`config.mk`:
```
export PLATFORM = sky130hd
export DESIGN_NAME = dual_reload_down_timer
export DESIGN_NICKNAME = d
export VERILOG_FILES = /design/src/include/reload_timer_pkg.sv /design/src/hw/dual_reload_down_timer.sv
export SDC_FILE = /design/constraint.sdc
export NUM_CORES = 1
export LEC_CHECK = 0
export BUFFER_PORTS_ARGS = -buffer_cell sky130_fd_sc_hd__buf_2
export CAP_MARGIN = 20
export CORE_ASPECT_RATIO = 0.9
export CORE_UTILIZATION = 55
export DETAILED_ROUTE_END_ITERATION = 16
export PLACE_DENSITY_LB_ADDON = 0.08
export SETUP_SLACK_MARGIN = 0.02
export SLEW_MARGIN = 5
export SYNTH_ARGS = -nofsm -noshare
export SYNTH_HDL_FRONTEND = slang
export SYNTH_SLANG_ARGS = --single-unit
```
`constraint.sdc`:
```
create_clock -name clk_i -period 2.98 [get_ports clk_i]
set_input_delay 0.596 -clock clk_i [delete_from_list [all_inputs] [get_ports clk_i]]
set_output_delay 0.596 -clock clk_i [all_outputs]
set_load 0.03 [all_outputs]
```
`src/include/reload_timer_pkg.sv`:
```
// constants, types and register map of the dual reload down timer
`default_nettype none
package reload_timer_pkg;

    // ----------------------------------------------------------------
    // register map, 8-bit i/o addresses
    // ----------------------------------------------------------------
    localparam logic [7:0] OFS_COUNT_LOW_CH0   = 8'h0C;
    localparam logic [7:0] OFS_COUNT_HIGH_CH0  = 8'h0D;
    localparam logic [7:0] OFS_RELOAD_LOW_CH0  = 8'h0E;
    localparam logic [7:0] OFS_RELOAD_HIGH_CH0 = 8'h0F;
    localparam logic [7:0] OFS_CONTROL         = 8'h10;
    localparam logic [7:0] OFS_COUNT_LOW_CH1   = 8'h14;
    localparam logic [7:0] OFS_COUNT_HIGH_CH1  = 8'h15;
    localparam logic [7:0] OFS_RELOAD_LOW_CH1  = 8'h16;
    localparam logic [7:0] OFS_RELOAD_HIGH_CH1 = 8'h17;

    // ----------------------------------------------------------------
    // reset values and timing
    // ----------------------------------------------------------------
    localparam logic [15:0] RESET_COUNT   = 16'hFFFF;
    localparam logic [15:0] RESET_RELOAD  = 16'hFFFF;
    localparam logic [7:0]  RESET_CONTROL = 8'h00;
    localparam logic [7:0]  RESET_RDATA   = 8'h00;
    localparam logic [15:0] COUNT_ZERO    = 16'h0000;
    localparam logic [15:0] COUNT_ONE     = 16'h0001;
    localparam int          PRESCALE_DIV  = 20;
    localparam int          PRESCALE_W    = $clog2(PRESCALE_DIV);
    localparam logic [PRESCALE_W-1:0] PRESCALE_LAST  = PRESCALE_W'(PRESCALE_DIV - 1);
    localparam logic [PRESCALE_W-1:0] PRESCALE_RESET = '0;

    // ----------------------------------------------------------------
    // types
    // ----------------------------------------------------------------
    typedef enum logic [1:0] {
        OUT_ADDRESS = 2'b00,
        OUT_TOGGLE  = 2'b01,
        OUT_LOW     = 2'b10,
        OUT_HIGH    = 2'b11
    } out_select_t;

    // bit 7 = timeout_flag_ch1 ... bit 0 = count_enable_ch0
    typedef struct packed {
        logic [1:0]  timeout_flag;
        logic [1:0]  irq_enable;
        out_select_t out_select;
        logic [1:0]  count_enable;
    } timer_control_status_t;

    typedef struct packed {
        logic       rd;
        logic       wr;
        logic [7:0] addr;
        logic [7:0] wdata;
    } io_req_t;

endpackage
`default_nettype wire

```
`src/hw/dual_reload_down_timer.sv`:
```
// two-channel 16-bit reload down timer with i/o byte register access
`default_nettype none

// What this block does
// - each channel has a 16-bit reload value, low and high bytes read/writable
// - a counter reaching zero reloads from its reload value and keeps counting
// - reaching zero sets the channel timeout flag, bits 7 and 6, read-only
// - flag clears after control read followed by a read of that channel counter
// - interrupt request while flag set and its enable (bits 5, 4) is one
// - bits 3-2 select pin: address, toggle on channel 1 zero, low, high
// - enable bits 1-0 gate counting; a stopped counter holds and is freely accessed
// - reset clears control bits: counters stopped, pin back to address function
// - reset sets counters and reload values to all ones
// - low-then-high byte reads give a consistent value of a running counter
// - selecting low or high sets the timer level at once; selecting toggle keeps the current level
// - enabled counters decrement once every twenty clocks, shared prescaler
// - low byte read captures high byte; next high read returns the capture
module dual_reload_down_timer
    import reload_timer_pkg::*;
(
    input  wire logic    clk_i,
    input  wire logic    rst_i,
    input  wire io_req_t io_req_i,
    input  wire logic    address_bit_i,
    output logic [7:0]   io_rdata_o,
    output logic [1:0]   irq_o,
    output logic         timer_output_pin_o,
    output logic         shared_address_line_o
);

    // ----------------------------------------------------------------
    // address decode
    // ----------------------------------------------------------------
    function automatic logic [7:0] count_low_ofs(input int n);
        count_low_ofs = (n == 1) ? OFS_COUNT_LOW_CH1 : OFS_COUNT_LOW_CH0;
    endfunction

    function automatic logic [7:0] count_high_ofs(input int n);
        count_high_ofs = (n == 1) ? OFS_COUNT_HIGH_CH1 : OFS_COUNT_HIGH_CH0;
    endfunction

    function automatic logic [7:0] reload_low_ofs(input int n);
        reload_low_ofs = (n == 1) ? OFS_RELOAD_LOW_CH1 : OFS_RELOAD_LOW_CH0;
    endfunction

    function automatic logic [7:0] reload_high_ofs(input int n);
        reload_high_ofs = (n == 1) ? OFS_RELOAD_HIGH_CH1 : OFS_RELOAD_HIGH_CH0;
    endfunction

    timer_control_status_t control;
    timer_control_status_t next_control;
    logic [15:0]           down_count_value [2];
    logic [15:0]           next_count       [2];
    logic [15:0]           reload_value     [2];
    logic [15:0]           next_reload      [2];
    logic [7:0]            high_hold        [2];
    logic [1:0]            hold_valid;
    logic [1:0]            next_hold_valid;
    logic [1:0]            clear_armed;
    logic [1:0]            next_clear_armed;
    logic [PRESCALE_W-1:0] prescale;
    logic                  timer_level;
    logic                  next_timer_level;

    wire       control_sel = (io_req_i.addr == OFS_CONTROL);
    wire       control_wr  = io_req_i.wr && control_sel;
    wire       control_rd  = io_req_i.rd && control_sel;
    wire       tick        = (prescale == PRESCALE_LAST);
    wire [7:0] control_in  = io_req_i.wdata;

    logic [1:0] count_low_sel;
    logic [1:0] count_high_sel;
    logic [1:0] reload_low_sel;
    logic [1:0] reload_high_sel;
    logic [1:0] count_rd;
    logic [1:0] count_wr;
    logic [1:0] enable_now;
    logic [1:0] expire;
    logic [1:0] flag_clear;

    for (genvar n = 0; n < 2; n++)
    begin : g_decode
        assign count_low_sel[n]   = (io_req_i.addr == count_low_ofs(n));
        assign count_high_sel[n]  = (io_req_i.addr == count_high_ofs(n));
        assign reload_low_sel[n]  = (io_req_i.addr == reload_low_ofs(n));
        assign reload_high_sel[n] = (io_req_i.addr == reload_high_ofs(n));
        assign count_rd[n] = io_req_i.rd && (count_low_sel[n] || count_high_sel[n]);
        assign count_wr[n] = io_req_i.wr && (count_low_sel[n] || count_high_sel[n]);
        // an enable written in the tick cycle already counts
        assign enable_now[n] = control.count_enable[n]
                             || (control_wr && control_in[n]);
        // zero is reached on the tick that leaves one; a zero written by
        // software expires on its next tick instead of wrapping
        assign expire[n] = tick && enable_now[n] && !count_wr[n]
                         && (down_count_value[n] == COUNT_ONE
                             || down_count_value[n] == COUNT_ZERO);
        assign flag_clear[n] = clear_armed[n] && count_rd[n];
    end

    // ----------------------------------------------------------------
    // read data
    // ----------------------------------------------------------------
    logic [7:0] read_mux;

    always_comb
    begin
        read_mux = RESET_RDATA;
        if (control_sel)
            read_mux = control;
        for (int n = 0; n < 2; n++)
        begin
            if (count_low_sel[n])
                read_mux = down_count_value[n][7:0];
            if (count_high_sel[n])
                read_mux = hold_valid[n] ? high_hold[n]
                                         : down_count_value[n][15:8];
            if (reload_low_sel[n])
                read_mux = reload_value[n][7:0];
            if (reload_high_sel[n])
                read_mux = reload_value[n][15:8];
        end
    end

    // ----------------------------------------------------------------
    // next state of channels and control
    // ----------------------------------------------------------------
    always_comb
    begin
        next_control = control;
        if (control_wr)
        begin
            // flags are read-only, the write reaches bits 5..0 only
            next_control.irq_enable   = control_in[5:4];
            next_control.out_select   = out_select_t'(control_in[3:2]);
            next_control.count_enable = control_in[1:0];
        end
        for (int n = 0; n < 2; n++)
        begin
            // set wins over a clear in the same cycle
            next_control.timeout_flag[n] = expire[n]
                || (control.timeout_flag[n] && !flag_clear[n]);

            if (control_rd && control.timeout_flag[n])
                next_clear_armed[n] = 1'b1;
            else if (flag_clear[n] || !control.timeout_flag[n])
                next_clear_armed[n] = 1'b0;
            else
                next_clear_armed[n] = clear_armed[n];

            next_count[n] = down_count_value[n];
            if (io_req_i.wr && count_low_sel[n])
                next_count[n] = {down_count_value[n][15:8], io_req_i.wdata};
            else if (io_req_i.wr && count_high_sel[n])
                next_count[n] = {io_req_i.wdata, down_count_value[n][7:0]};
            else if (expire[n])
                next_count[n] = reload_value[n];
            else if (tick && enable_now[n])
                next_count[n] = down_count_value[n] - COUNT_ONE;

            next_reload[n] = reload_value[n];
            if (io_req_i.wr && reload_low_sel[n])
                next_reload[n] = {reload_value[n][15:8], io_req_i.wdata};
            else if (io_req_i.wr && reload_high_sel[n])
                next_reload[n] = {io_req_i.wdata, reload_value[n][7:0]};

            if (io_req_i.rd && count_low_sel[n])
                next_hold_valid[n] = 1'b1;
            else if (io_req_i.rd && count_high_sel[n])
                next_hold_valid[n] = 1'b0;
            else
                next_hold_valid[n] = hold_valid[n];
        end
    end

    // ----------------------------------------------------------------
    // timer output level
    // ----------------------------------------------------------------
    always_comb
    begin
        next_timer_level = timer_level;
        if (control_wr && control_in[3:2] == OUT_LOW)
            next_timer_level = 1'b0;
        else if (control_wr && control_in[3:2] == OUT_HIGH)
            next_timer_level = 1'b1;
        else if (expire[1] && next_control.out_select == OUT_TOGGLE)
            next_timer_level = !timer_level;
    end

    assign timer_output_pin_o    = timer_level;
    assign shared_address_line_o = (control.out_select == OUT_ADDRESS)
                                   ? address_bit_i : timer_level;

    // ----------------------------------------------------------------
    // registers
    // ----------------------------------------------------------------
    always_ff @(posedge clk_i)
    begin
        if (rst_i)
        begin
            control     <= timer_control_status_t'(RESET_CONTROL);
            clear_armed <= '0;
            hold_valid  <= '0;
            prescale    <= PRESCALE_RESET;
            timer_level <= 1'b0;
            io_rdata_o  <= RESET_RDATA;
            irq_o       <= '0;
        end
        else
        begin
            control     <= next_control;
            clear_armed <= next_clear_armed;
            hold_valid  <= next_hold_valid;
            prescale    <= tick ? PRESCALE_RESET : prescale + 1'b1;
            timer_level <= next_timer_level;
            if (io_req_i.rd)
                io_rdata_o <= read_mux;
            irq_o       <= next_control.timeout_flag & next_control.irq_enable;
        end
    end

    for (genvar n = 0; n < 2; n++)
    begin : g_channel
        always_ff @(posedge clk_i)
        begin
            if (rst_i)
            begin
                down_count_value[n] <= RESET_COUNT;
                reload_value[n]     <= RESET_RELOAD;
                high_hold[n]        <= RESET_COUNT[15:8];
            end
            else
            begin
                down_count_value[n] <= next_count[n];
                reload_value[n]     <= next_reload[n];
                if (io_req_i.rd && count_low_sel[n])
                    high_hold[n] <= down_count_value[n][15:8];
            end
        end
    end

endmodule
`default_nettype wire

```
==> impl_metrics.json <==
{
  "run_status": "finished, final reports clean",
  "hold_buffers": 0,
  "worstHoldPathType": "flop to flop",
  "yosysSeqAreaShare": 0.3726,
  "rows": 36,
  "hold_ws_ns": 0.4601,
  "finalHoldViolations": 0,
  "cts_resized": 0,
  "cts_buffer_depth": 2,
  "maxSlewViolCount": 0,
  "numCtsBuffers": 9,
  "grt_max_degree": 60,
  "synthCells": 768,
  "required_ns": 3.21,
  "post-dp-hpwl_um": 15020,
  "wire_per_inst_um": 22.02,
  "post-cts-setup-buffers": 0,
  "ir_worst_vdd_mv": 0.2948,
  "clock_power_share": 0.400,
  "antenna_found_initial": 1,
  "syn_avg_cell_area_um2": 8.115,
  "grt_pass1_vias": 5570,
  "crit_slowest_cell": "or4_4",
  "async_reset_ff_frac": 0,
  "grt.met3_usage": 0.08818,
  "switching_share": 0.2516,
  "antenna_left": 0,
  "rsz0062_at_grt": "no",
  "area_growth_pct": 10.30,
  "max_cap_viol_count": 0,
  "die_y_um": 103.0,
  "n_antenna_cell": 0,
  "grt.overflow.total": 0,
  "clock-sinks": 108,
  "synth_top_area_share": 0.2955,
  "routabilityCongestion": 0.9601,
  "comb_power_share": 0.072,
  "dieArea_um2": 11760,
  "fin_nets": 813,
  "max_freq_mhz": 389.5,
  "yosys_warnings": 0,
  "period_minus_slack_ns": 2.568,
  "grt_pass1_wl_um": 32310,
  "crit_path_start": "down_count_value[0][8]$_SDFFE_PP1P_",
  "regToRegSetupSlack_ns": 0.41,
  "internal_power_uw": 2114,
  "setup_viol": 0,
  "fin_worst_skew_ns": 0.008524,
  "fin_tns_setup_ns": 0,
  "worst_slew_pin_slew_ns": 0.7396,
  "worstPathCellList": "or4_4, or4_4, or3_1, mux2_1, o22ai_1, o21ai_1",
  "die_w_um": 114.2,
  "p_per_area_nw_per_um2": 410.9,
  "cts-root-buf": "clkbuf_16",
  "io_buffers": 32,
  "r2r_start": "down_count_value[0][8]$_SDFFE_PP1P_",
  "gr-usage-all-layers": 0.3680,
  "yosys_most_used_dff": "dfxtp_1",
  "finalCritPeriodShare": 0.8617,
  "final_cell_area_um2": 6874,
  "worstSetupPathType": "flop to flop",
  "dr.first_iter.drc_count": 788,
  "vias": 6189,
  "crit_end": "down_count_value[0][11]$_SDFFE_PP1P_",
  "crit_arrival_ns": 2.80,
  "cp_max_fo": 7,
  "critPathMostFrequentCell": "or4_4",
  "cp-end-kind": "flop",
  "cts_max_level": 3,
  "synth_edf_count": 16,
  "cp-start-kind": "flop",
  "synth_top_area_cell": "dfxtp_1",
  "clk-insertion-delay-late_ns": 0.36,
  "syn_area_um2": 6232,
  "grtUsageMet2": 0.5371,
  "syn-num-nets": 796,
  "firstDrtPassIters": 5,
  "ys_seq_elements": 108,
  "grtUsageMet1": 0.5219,
  "ys_types": 66,
  "r2r_cells": 6,
  "timing.rr.end": "down_count_value[0][11]$_SDFFE_PP1P_",
  "drcViolationCount": 0,
  "start_util": 0.5694,
  "drive_gt1_frac": 0.1534,
  "cts_tree": "yes",
  "viasPerCell": 6.577,
  "io_pins": 33,
  "pwr-share-seq": 0.528,
  "p_sw_uw": 710.5,
  "core-area_um2": 10950,
  "wirelength_um": 20720,
  "slew_headroom": 0.5036,
  "placed_area_um2": 6609,
  "top_usage_layer": "met2",
  "final_util": 0.6280,
  "cpPeakStageDelay_ns": 0.56,
  "cts.clk_slew.worst_paths_ns": 0.07,
  "synth.area.top_cells": "dfxtp_1 30%, edfxtp_1 7.7%, mux2i_1 5.9%, nand2_1 5.2%, nor2_1 4.0%",
  "p_leak_uw": 0.002537
}
-- cell usage after synthesis (3+ instances only) --
cell type  instances
mux2i_1           37
o22ai_1           14
and3_1             6
or2_2             16
o221ai_1          13
buf_2              3
mux2_2            15
buf_1              8
a211oi_1           4
nor2_1            67
nor2b_1            6
nand4_1           11
a2111oi_0          7
o21ai_0           42
inv_1             20
edfxtp_1          16
or3_1              5
a21o_1             3
a221oi_1           6
xnor2_1           14
a21oi_1           47
nor3_1            15
a22o_1             3
nand2_1           86
ha_1               7
dfxtp_1           92
a2bb2oi_1          3
nand2b_1          12
nor4_1            10
nor3b_1            4
o41ai_1            3
a31oi_1            8
and2_1             4
xor2_1             4
or4_1              4
o211ai_1          22
nand3_1           47
clkbuf_1          46
-- layer usage --
metal	wire length (um)	vias up
met5	9	-
met4	688	2
met3	2511	60
met2	8654	399
met1	8859	2887
li1	-	2841
-- final cells by class --
cell class | count | area [um^2]
Fill cell | 967 | 4071
Multi-Input combinational cell | 580 | 3597
Sequential cell | 108 | 2322
Timing Repair Buffer | 65 | 420.4
Clock buffer | 11 | 232.7
Tap cell | 152 | 190.2
Inverter | 21 | 78.83
Clock inverter | 4 | 32.53
-- worst max-delay path, delay by kind of cell (launching register included) --
| kind | cells | cell delay, ns |
|---|---|---|
| AOI/OAI and AO/OA | 2 | 0.22 |
| and+or+nand+nor | 3 | 1.48 |
| muxes | 1 | 0.35 |
| DFF | 1 | 0.39 |
-- stage by stage --
step / instances / power, uW / worst slack (ns)
6_report: 941 / 2825 / 0.4123
5_1_grt: 941 / 2901 / 0.2490
4_1_cts: 941 / 2834 / 0.4231
3_5_place_dp: 926 / 1722 / 0.1730
2_1_floorplan: 768 / 1642 / 0.1540
3_3_place_gp: 926 / 1718 / 0.2287
-- layout by cell type (no fill, tap or decap), drive strengths merged, types with 6 or more instances in the layout --
master and n:
nand2b 12, mux2i 37, ha 7, o221ai 13, and3 6, nor2 68
nor2b 6, dfxtp 92, or4 6, nand2 86, mux2 17, or2 16
a2111oi 8, edfxtp 16, a21oi 47, buf 65, nand3 47, a31oi 8
nand4 12, o22ai 14, inv 24, o211ai 22, nor4 10, a221oi 6
clkbuf 11, o21ai 44, xnor2 14, nor3 15
-- power by group through the flow --
stage	clock, uW	sequential (uW)	combinational (uW)
4_1_cts	1150	1490	196
2_1_floorplan	0	1520	117
5_1_grt	1190	1490	215
6_report	1130	1490	203
3_5_place_dp	0	1530	196
3_3_place_gp	0	1530	192
-- kinds of logic after synthesis --
group / count (synthesis) / share of synthesized area
XOR/XNOR: 18 / 0.02530
buffers and inverters: 80 / 0.05119
multiplexers: 54 / 0.09074
AND/OR/NAND/NOR: 308 / 0.2443
flip-flops: 108 / 0.3726
adder cells (fa/ha/maj): 7 / 0.01405
AO/OA/AOI/OAI: 193 / 0.2018
-- worst min path at each step --
| stage | startpoint | end | depth (start not counted) | slack [ns] |
|---|---|---|---|---|
| 6_report | prescale[0]$_SDFF_PP0_ | prescale[0]$_SDFF_PP0_ | 1 | 0.46 |
| 3_3_place_gp | prescale[0]$_SDFF_PP0_ | prescale[0]$_SDFF_PP0_ | 1 | 0.44 |
| 2_1_floorplan | prescale[0]$_SDFF_PP0_ | prescale[0]$_SDFF_PP0_ | 1 | 0.43 |
| 5_1_grt | prescale[0]$_SDFF_PP0_ | prescale[0]$_SDFF_PP0_ | 1 | 0.47 |
| 3_5_place_dp | prescale[0]$_SDFF_PP0_ | prescale[0]$_SDFF_PP0_ | 1 | 0.45 |
| 4_1_cts | prescale[0]$_SDFF_PP0_ | prescale[0]$_SDFF_PP0_ | 1 | 0.46 |
-- flip-flops by register name, indices dropped and copies added, names as in the netlist --
register / flops
clear_armed: 2
control: 8
down_count_value: 32
high_hold: 16
hold_valid: 2
io_rdata_o: 8
irq_o: 2
prescale: 5
reload_value: 32
timer_output_pin_o: 1
Note: power is estimated with default switching activity, not from simulation.
